--- config.mk ---
export PLATFORM = sky130hd
export DESIGN_NAME = dbcdp_top
export DESIGN_NICKNAME = d
export VERILOG_FILES = /design/src/shared/dbcdp_pkg.sv /design/src/verilog/dbcdp_counter.sv /design/src/verilog/dbcdp_top.sv
export SDC_FILE = /design/constraint.sdc
export NUM_CORES = 1
export LEC_CHECK = 0
export BUFFER_PORTS_ARGS = -buffer_cell sky130_fd_sc_hd__buf_2
export CORE_AREA = 10 10 148 123
export CTS_BUF_LIST = sky130_fd_sc_hd__clkbuf_4
export DETAILED_ROUTE_END_ITERATION = 7
export DIE_AREA = 0 0 158 133
export HOLD_SLACK_MARGIN = 0.03
export PLACE_DENSITY_LB_ADDON = 0.1
export SETUP_SLACK_MARGIN = 0.2
export SYNTH_ARGS = -nofsm -noshare
export SYNTH_HDL_FRONTEND = slang
export SYNTH_SLANG_ARGS = --single-unit
--- constraint.sdc ---
create_clock -name i_clk -period 5.67 [get_ports i_clk]
set_clock_uncertainty 0.15 [all_clocks]
set_input_delay 0.2835 -clock i_clk [delete_from_list [all_inputs] [get_ports i_clk]]
set_output_delay 0.2835 -clock i_clk [all_outputs]
set_load 0.01 [all_outputs]
--- src/shared/dbcdp_pkg.sv ---
// Constants, register map and state type of the byte counter data port
package dbcdp_pkg;

  // ==========================================================
  // Register indices; byte address is four times the index
  localparam logic [7:0] IDX_CNT_B3  = 8'h88;
  localparam logic [7:0] IDX_CNT_B2  = 8'h89;
  localparam logic [7:0] IDX_CNT_B1  = 8'h8A;
  localparam logic [7:0] IDX_CNT_B0  = 8'h8B;
  localparam logic [7:0] IDX_RD_LO   = 8'h8C;
  localparam logic [7:0] IDX_RD_HI   = 8'h8D;
  localparam logic [7:0] IDX_WR_LO   = 8'h8E;
  localparam logic [7:0] IDX_WR_HI   = 8'h8F;
  localparam logic [7:0] IDX_CTRL    = 8'hA0;
  localparam logic [7:0] IDX_CFG     = 8'hA1;
  localparam logic [7:0] IDX_STAT    = 8'hA2;
  localparam logic [7:0] IDX_MASK    = 8'hA3;
  localparam logic [7:0] IDX_JOIN    = 8'hA4;

  // ==========================================================
  // Field positions
  localparam int CTRL_GO_BIT     = 0;   // Transfer go
  localparam int CTRL_DIR_BIT    = 1;   // 1: write into FIFO
  localparam int CFG_REGACC_BIT  = 0;   // Register access mode
  localparam int CFG_FREERUN_BIT = 1;   // 1: free-running, 0: count
  localparam int CFG_WIDE_BIT    = 2;   // 1: 16-bit CPU bus
  localparam int STAT_OVF_BIT    = 0;   // Counter overflow flag
  localparam int STAT_DONE_BIT   = 1;   // Count mode transfer done
  localparam int STAT_W          = 2;

  // ==========================================================
  // Reset values
  localparam logic [31:0]       CNT_RST  = 32'h0000_0000;
  localparam logic [1:0]        CTRL_RST = 2'h0;
  localparam logic [2:0]        CFG_RST  = 3'h0;
  localparam logic [STAT_W-1:0] STAT_RST = 2'h0;
  localparam logic [STAT_W-1:0] MASK_RST = 2'h0;

  // ==========================================================
  // Bus handshake states
  typedef enum logic [1:0] {
    ST_IDLE   = 2'b00,
    ST_DECODE = 2'b01,
    ST_ACK    = 2'b11
  } dbcdp_bus_state_type;

endpackage

--- src/verilog/dbcdp_counter.sv ---
// Loadable 32-bit up/down transfer byte counter
`timescale 1ns/10ps
`default_nettype none
module dbcdp_counter (
  input  wire logic        i_clk,       // System clock
  input  wire logic        i_rst,       // Synchronous reset
  input  wire logic [3:0]  i_load_en,   // Per byte lane load
  input  wire logic [7:0]  i_load_data, // Byte to load
  input  wire logic        i_step,      // Bytes moved this cycle
  input  wire logic        i_step_two,  // Two bytes instead of one
  input  wire logic        i_up,        // 1: count up, 0: count down
  output logic      [31:0] o_count,     // Current count
  output logic             o_end,       // Down count reaches zero
  output logic             o_wrap       // Up count wraps past max
);

  logic [32:0] step_amt;
  logic [32:0] up_sum;
  logic [32:0] dn_diff;
  logic [31:0] stepped;
  logic [31:0] next_count;

  // ==========================================================
  // Step arithmetic
  assign step_amt = i_step_two ? 33'h0_0000_0002 : 33'h0_0000_0001;
  assign up_sum   = {1'b0, o_count} + step_amt;
  assign dn_diff  = {1'b0, o_count} - step_amt;
  // Down count saturates at zero on a one-byte or a two-byte step
  assign stepped  = !i_step ? o_count :
                    i_up ? up_sum[31:0] :
                    dn_diff[32] ? 32'h0000_0000 : dn_diff[31:0];
  assign o_wrap   = i_step && i_up && up_sum[32];
  assign o_end    = i_step && !i_up && (dn_diff[32] || dn_diff[31:0] == 32'h0000_0000);

  // ==========================================================
  // Byte lane load overrides the step
  genvar g;
  generate
    for (g = 0; g < 4; g++) begin : g_lane
      assign next_count[8*g +: 8] = i_load_en[g] ? i_load_data : stepped[8*g +: 8];
    end
  endgenerate

  // Count register
  always_ff @(posedge i_clk) begin
    if (i_rst) begin
      o_count <= dbcdp_pkg::CNT_RST;
    end else begin
      o_count <= next_count;
    end
  end

endmodule
`default_nettype wire

--- src/verilog/dbcdp_top.sv ---
// Byte counter and register data port of a DMA channel
//
// The Avalon-MM register port was chosen for this implementation.
`timescale 1ns/10ps
`default_nettype none
module dbcdp_top #(
  parameter int NUM_FIFO = 4,                // FIFOs that can be joined
  parameter int SEL_W    = 2                 // Width of the join select
) (
  input  wire logic             i_clk,             // 40 MHz system clock
  input  wire logic             i_rst,             // Synchronous reset
  input  wire logic [9:0]       i_avs_address,     // Byte address
  input  wire logic             i_avs_read,        // Read request
  input  wire logic             i_avs_write,       // Write request
  input  wire logic [3:0]       i_avs_byteenable,  // Byte lanes
  input  wire logic [31:0]      i_avs_writedata,   // Write data
  output logic      [31:0]      o_avs_readdata,    // Read data
  output logic                  o_avs_waitrequest, // Stall
  output logic                  o_irq,             // Level interrupt
  input  wire logic [15:0]      i_fifo_rdata,      // Joined FIFO head
  input  wire logic             i_fifo_empty,      // Too few bytes
  input  wire logic             i_fifo_full,       // Too little room
  output logic                  o_fifo_pop,        // Take bytes
  output logic                  o_fifo_push,       // Put bytes
  output logic      [15:0]      o_fifo_wdata,      // Bytes to put
  output logic                  o_fifo_wide,       // Two bytes a move
  output logic      [SEL_W-1:0] o_fifo_sel,        // Joined FIFO
  input  wire logic             i_chan_byte,       // Engine moved a byte
  output logic                  o_chan_active,     // Transfer running
  output logic                  o_chan_dir         // 1: into FIFO
);

  // ==========================================================
  // Parameter check
  generate
    if (NUM_FIFO < 1 || NUM_FIFO > (1 << SEL_W) || SEL_W > 8) begin : g_bad
      $error("dbcdp_top: NUM_FIFO does not fit SEL_W");
    end
  endgenerate

  dbcdp_pkg::dbcdp_bus_state_type state;
  logic                    cfg_regacc;
  logic                    cfg_freerun;
  logic [dbcdp_pkg::STAT_W-1:0] stat;
  logic [dbcdp_pkg::STAT_W-1:0] mask;
  logic [dbcdp_pkg::STAT_W-1:0] next_stat;
  logic [31:0]             snap;
  logic [31:0]             count;
  logic                    cnt_end;
  logic                    cnt_wrap;
  logic [7:0]              idx;
  logic                    is_rd_port;
  logic                    is_wr_port;
  logic                    fifo_rd;
  logic                    fifo_wr;
  logic                    stall;
  logic                    fire;
  logic                    reg_wr;
  logic                    step_en;
  logic                    step_two;
  logic [3:0]              load_en;
  logic [31:0]             next_rdata;

  // ==========================================================
  // Access decode
  assign idx        = i_avs_address[9:2];
  assign is_rd_port = (idx == dbcdp_pkg::IDX_RD_LO) || (idx == dbcdp_pkg::IDX_RD_HI);
  assign is_wr_port = (idx == dbcdp_pkg::IDX_WR_LO) || (idx == dbcdp_pkg::IDX_WR_HI);
  // Port moves only in register access mode and matching direction
  assign fifo_rd    = i_avs_read && is_rd_port && cfg_regacc && !o_chan_dir;
  assign fifo_wr    = i_avs_write && is_wr_port && cfg_regacc && o_chan_dir;
  assign stall      = (fifo_rd && i_fifo_empty) || (fifo_wr && i_fifo_full);
  assign fire       = (state == dbcdp_pkg::ST_DECODE) && !stall;
  assign reg_wr     = fire && i_avs_write && i_avs_byteenable[0];

  // Bytes counted while a transfer runs
  assign step_en  = o_chan_active && ((fire && (fifo_rd || fifo_wr)) ||
                    (!cfg_regacc && i_chan_byte));
  assign step_two = fire && (fifo_rd || fifo_wr) && o_fifo_wide;

  // Counter lane loads, lane 3 at the lowest index
  assign load_en[3] = reg_wr && (idx == dbcdp_pkg::IDX_CNT_B3);
  assign load_en[2] = reg_wr && (idx == dbcdp_pkg::IDX_CNT_B2);
  assign load_en[1] = reg_wr && (idx == dbcdp_pkg::IDX_CNT_B1);
  assign load_en[0] = reg_wr && (idx == dbcdp_pkg::IDX_CNT_B0);

  // ==========================================================
  // Byte counter
  dbcdp_counter u_counter (
    .i_clk       (i_clk),
    .i_rst       (i_rst),
    .i_load_en   (load_en),
    .i_load_data (i_avs_writedata[7:0]),
    .i_step      (step_en),
    .i_step_two  (step_two),
    .i_up        (cfg_freerun),
    .o_count     (count),
    .o_end       (cnt_end),
    .o_wrap      (cnt_wrap)
  );

  // ==========================================================
  // Bus handshake
  always_ff @(posedge i_clk) begin
    if (i_rst) begin
      state             <= dbcdp_pkg::ST_IDLE;
      o_avs_waitrequest <= 1'b1;
    end else begin
      o_avs_waitrequest <= !fire;
      case (state)
        dbcdp_pkg::ST_IDLE: begin
          if (i_avs_read || i_avs_write) begin
            state <= dbcdp_pkg::ST_DECODE;
          end
        end
        dbcdp_pkg::ST_DECODE: begin
          if (!stall) begin
            state <= dbcdp_pkg::ST_ACK;
          end
        end
        default: begin
          state <= dbcdp_pkg::ST_IDLE;
        end
      endcase
    end
  end

  // Read data select; lower bytes come from the snapshot
  always_comb begin
    next_rdata = 32'h0000_0000;
    case (idx)
      dbcdp_pkg::IDX_CNT_B3: next_rdata[7:0] = count[31:24];
      dbcdp_pkg::IDX_CNT_B2: next_rdata[7:0] = snap[23:16];
      dbcdp_pkg::IDX_CNT_B1: next_rdata[7:0] = snap[15:8];
      dbcdp_pkg::IDX_CNT_B0: next_rdata[7:0] = snap[7:0];
      dbcdp_pkg::IDX_RD_LO, dbcdp_pkg::IDX_RD_HI: begin
        if (fifo_rd) begin
          next_rdata[15:0] = o_fifo_wide ? i_fifo_rdata :
                             {8'h00, i_fifo_rdata[7:0]};
        end
      end
      dbcdp_pkg::IDX_CTRL: next_rdata[1:0] = {o_chan_dir, o_chan_active};
      dbcdp_pkg::IDX_CFG:  next_rdata[2:0] = {o_fifo_wide, cfg_freerun, cfg_regacc};
      dbcdp_pkg::IDX_STAT: next_rdata[dbcdp_pkg::STAT_W-1:0] = stat;
      dbcdp_pkg::IDX_MASK: next_rdata[dbcdp_pkg::STAT_W-1:0] = mask;
      dbcdp_pkg::IDX_JOIN: next_rdata[SEL_W-1:0] = o_fifo_sel;
      default: next_rdata = 32'h0000_0000;
    endcase
  end

  // Read data register and counter snapshot
  always_ff @(posedge i_clk) begin
    if (i_rst) begin
      o_avs_readdata <= 32'h0000_0000;
      snap           <= dbcdp_pkg::CNT_RST;
    end else if (fire && i_avs_read) begin
      o_avs_readdata <= next_rdata;
      if (idx == dbcdp_pkg::IDX_CNT_B3) begin
        snap <= count;
      end
    end
  end

  // ==========================================================
  // Control and configuration; count end clears go
  always_ff @(posedge i_clk) begin
    if (i_rst) begin
      {o_chan_dir, o_chan_active}            <= dbcdp_pkg::CTRL_RST;
      {o_fifo_wide, cfg_freerun, cfg_regacc} <= dbcdp_pkg::CFG_RST;
      o_fifo_sel                             <= '0;
    end else begin
      if (reg_wr && idx == dbcdp_pkg::IDX_CTRL) begin
        o_chan_active <= i_avs_writedata[dbcdp_pkg::CTRL_GO_BIT];
        o_chan_dir    <= i_avs_writedata[dbcdp_pkg::CTRL_DIR_BIT];
      end else if (cnt_end) begin
        o_chan_active <= 1'b0;
      end
      if (reg_wr && idx == dbcdp_pkg::IDX_CFG) begin
        cfg_regacc  <= i_avs_writedata[dbcdp_pkg::CFG_REGACC_BIT];
        cfg_freerun <= i_avs_writedata[dbcdp_pkg::CFG_FREERUN_BIT];
        o_fifo_wide <= i_avs_writedata[dbcdp_pkg::CFG_WIDE_BIT];
      end
      if (reg_wr && idx == dbcdp_pkg::IDX_JOIN) begin
        o_fifo_sel <= i_avs_writedata[SEL_W-1:0];
      end
    end
  end

  // ==========================================================
  // FIFO strobes and write data
  always_ff @(posedge i_clk) begin
    if (i_rst) begin
      o_fifo_pop   <= 1'b0;
      o_fifo_push  <= 1'b0;
      o_fifo_wdata <= 16'h0000;
    end else begin
      o_fifo_pop  <= fire && fifo_rd;
      o_fifo_push <= fire && fifo_wr;
      if (fire && fifo_wr) begin
        o_fifo_wdata <= o_fifo_wide ? i_avs_writedata[15:0] :
                        {8'h00, i_avs_writedata[7:0]};
      end
    end
  end

  // ==========================================================
  // Interrupt status, write one to clear, set wins
  always_comb begin
    next_stat = stat;
    if (reg_wr && idx == dbcdp_pkg::IDX_STAT) begin
      next_stat = stat & ~i_avs_writedata[dbcdp_pkg::STAT_W-1:0];
    end
    next_stat[dbcdp_pkg::STAT_OVF_BIT]  = next_stat[dbcdp_pkg::STAT_OVF_BIT] | cnt_wrap;
    next_stat[dbcdp_pkg::STAT_DONE_BIT] = next_stat[dbcdp_pkg::STAT_DONE_BIT] | cnt_end;
  end

  // Status, mask and interrupt line
  always_ff @(posedge i_clk) begin
    if (i_rst) begin
      stat  <= dbcdp_pkg::STAT_RST;
      mask  <= dbcdp_pkg::MASK_RST;
      o_irq <= 1'b0;
    end else begin
      stat  <= next_stat;
      o_irq <= |(stat & mask);
      if (reg_wr && idx == dbcdp_pkg::IDX_MASK) begin
        mask <= i_avs_writedata[dbcdp_pkg::STAT_W-1:0];
      end
    end
  end
endmodule
`default_nettype wire

==> results by group <==
Global route
  – Global route overflow: 0
  – Total Routing Usage GR: approximately 23%
  – Largest net degree at the start of global routing: 100
  – Initial antenna violation count: 1
  – First-pass GRT wire length: 38.4 mm
  – Vias in the first global route: 6,704

Final layout
  – Fraction of layout cells with a size suffix above 1: 16.4%
  – Final core occ: 49.6%
  – Final Net Count: 992
  – Fill cell count: 1,484
  – Area occupied by multi-input gates: a little over 4000 µm²
  – Non-filler cells, final: 1,116
  – Area Overhead vs Synth: 13.4%
  – Register Area: 2100 µm²
  – Post-route cell area: 7610 µm²

Clock tree
  – CTS resizes: 0
  – CTS Root Cell: clkbuf_4
  – Hold buffers post-CTS: 34
  – H-tree level count: 3
  – Num CTS Buffers: 9
  – Sink Count: 105
  – Setup bufs post-CTS: 0
  – CTS clock-pin slew for the worst setup and hold paths: 0.18 ns
  – CTS tree: built
  – Worst skew pair latency: 0.51 ns
  – Clk buf depth: 2

Run
  – Max Cap Viol: 0

Power
  – Pwr/cell area: 170 nW/µm²
  – Comb pwr share: between 10% and 20%
  – Leakage: 2.83 nW
  – Share of total power in the clock network: 30.2%
  – Sequential share of power: 58.0%
  – Switching share of power: 30.0%
  – Final Power: 1.29 mW
  – Internal Power: 0.904 mW
  – Worst vdd ir: 147 µV
  – Sw power: 0.387 mW

Setup path
  – Crit path launch type: input port
  – Worst r2r dst: u_counter.o_count[2]
  – Stages on the worst setup path: 16
  – Reg2reg setup slack: between 0.7 and 0.8 ns
  – Crit. End Element: register
  – Critical path's slowest cell: or4b_1
  – Worst r2r path cells: 14
  – Cell Chain, Critical Path: dlygate4sd3_1 > buf_2 > or3b_2 > nor4_1 > buf_4 > o21ai_0 > inv_1 > fa_1 > or4b_1 > or2_1 > or4_4 > nand2_1 > buf_4 > o21ai_0 > a32oi_1 > a211oi_1
  – Critical path startpoint: i_avs_read
  – Crit path buffers/inverters: 5
  – WS Path Type: in2reg
  – Req. time, crit path: 5.89 ns
  – Top cell family by delay on the critical path: simple AND/OR/NAND/NOR gates
  – Crit path DAT: about 5 ns
  – Slowest stage delay, CP: 0.62 ns
  – Critical Path End: u_counter.o_count[2]
  – Worst r2r src: o_chan_dir
  – Crit Path Max Fanout: 9

Routing
  – Post-DR wirelength/cell: 22.2 µm
  – Initial DRT Pass Iterations: 6
  – Vias: between 7,000 and 8,000
  – Drt drc: 0
  – Drt initial violations: 777
  – Via density per instance: 6.32
  – Antenna viol nets, final: 0
  – Final wirelength: 24.8 mm

Floorplan
  – Die ar.: 21,000 µm²
  – Row cnt: 41
  – Die span in y: 133 µm
  – Starting Density: 43.8%
  – Core Region: about 15,000 µm²
  – Die width: 158 µm
  – # IOs: 126

Yosys
  – Count leader, synth: dfxtp_1
  – Most frequent cells after synthesis: dfxtp_1, nor2_1, a21oi_1, clkbuf_1, nand2_1
  – Post-synthesis sequential area ratio: about 31%
  – Synthesized instance count: 844
  – Share of synthesized registers carrying an async set or reset: 0%
  – Share of the synthesized area in the top cell type: a little under a third
  – Post-synth top area cell: dfxtp_1
  – Synth area leaders: dfxtp_1, nor2_1, mux2i_1, a21oi_1, nand3_1
  – Number of synthesized flops with an enable pin: 0
  – Seq cells post-synth: 105
  – Synth Cell Area: 6710 µm²
  – Distinct cells, synth: 82
  – Ys flop type: dfxtp_1
  – Syn. warnings: 0
  – Mean Syn Cell Area: just under 8 µm²

Status
  – Status: complete, no violations

Placed design
  – Final GP Congestion: approximately 0.96
  – Post-place setup slack: ~0.6 ns
  – Post-Place Cells: 1,065
  – Port Buffers: 88
  – Dpl cell area: 7150 µm²
  – Hpwl dp: 17.2 mm

STA
  – Post-route clock period utilization: ~87%
  – Period minus WS final: 4.93 ns
  – Final setup fails: 0
  – Setup ws final: 0.743 ns
  – Max_slew headroom: between 20 and 25%
  – Fmax: a little over 200 MHz
  – Setup TNS: 0 ns
  – Final hold violation count: 0
  – Final Max Slew Viols: 0
  – Worst-Margin Slew: 1.16 ns
  – Fin Hold WS: 0.0636 ns
  – RSZ-0062 raised after global routing: no

Min path
  – Hold path startpoint: i_fifo_rdata[2]
  – Tightest Hold Check Type: in2reg
-- worst min-delay path: stages --
cell and delay, ns:
buf_2 0.09, a222oi_1 0.09, a211oi_1 0.21
-- registers in the layout, summed over array words and instances, names as in the netlist, 2 cells and up --
| register | flops |
|---|---|
| u_counter.o_count | 32 |
| o_fifo_sel | 2 |
| stat | 2 |
| o_fifo_wdata | 16 |
| o_avs_readdata | 16 |
| mask | 2 |
| snap | 24 |
| state | 2 |
-- cells by family after synthesis --
group	Yosys count	synth area share, %
and+or+nand+nor	353	27.3
AOI/OAI and AO/OA	214	22.5
buffers and inverters	112	8.03
DFF	105	31.3
muxes	45	8.39
xor gates and xnor gates	8	1.04
adders and majority gates	6	1.34
other	1	0.0559
-- layout make-up --
cell class / instances / area share [%]
clock buffers: 10 / 0.986
inverters: 17 / 0.838
clock inverters: 6 / 0.657
flip-flops and latches: 105 / 27.6
diodes: 1 / 0.0329
well taps: 193 / 3.17
multi-input cells: 642 / 54.5
repair buffers: 142 / 12.2
-- power by group through the flow --
stage | Sequential [mW] | Clock (mW) | Combinational [mW]
global route | 0.750 | 0.424 | 0.162
floorplan | 0.765 | 0 | 0.0827
detailed placement | 0.764 | 0 | 0.131
finish | 0.749 | 0.390 | 0.152
CTS | 0.749 | 0.399 | 0.149
global placement | 0.764 | 0 | 0.129
-- routing by layer --
| metal | part of all wire, % | track usage [%] | up-vias |
|---|---|---|---|
| li1 | - | - | 3261 |
| met2 | 45 | 34.9 | 391 |
| met1 | 42 | 30.8 | 3348 |
| met4 | 2.2 | 6.73 | 0 |
| met5 | 0 | 0 | - |
| met3 | 10 | 6.09 | 52 |
-- cell usage in the layout, fill, tap and decap left out, drive strengths merged, types with 18 or more instances in the layout --
| cell | Yosys | layout |
|---|---|---|
| o21ai | 38 | 38 |
| nor3 | 41 | 41 |
| nand3 | 45 | 45 |
| dfxtp | 105 | 105 |
| dlygate4sd3 | 0 | 34 |
| a21oi | 54 | 54 |
| mux2i | 36 | 36 |
| buf | 42 | 108 |
| nand2 | 52 | 52 |
| nor4 | 21 | 21 |
| nor2 | 100 | 100 |
| inv | 17 | 20 |
| a211oi | 18 | 18 |
-- worst min path at each step --
stage / end / slack, ns / depth (start not counted)
CTS: o_avs_readdata[2] / 0.04 / 3
global placement: state[0] / 0.27 / 1
detailed placement: o_avs_readdata[11] / 0.29 / 2
finish: o_avs_readdata[2] / 0.06 / 3
floorplan: state[0] / 0.26 / 1
global route: o_avs_readdata[2] / 0.07 / 3
No activity file was read; power rests on OpenSTA's default activity.
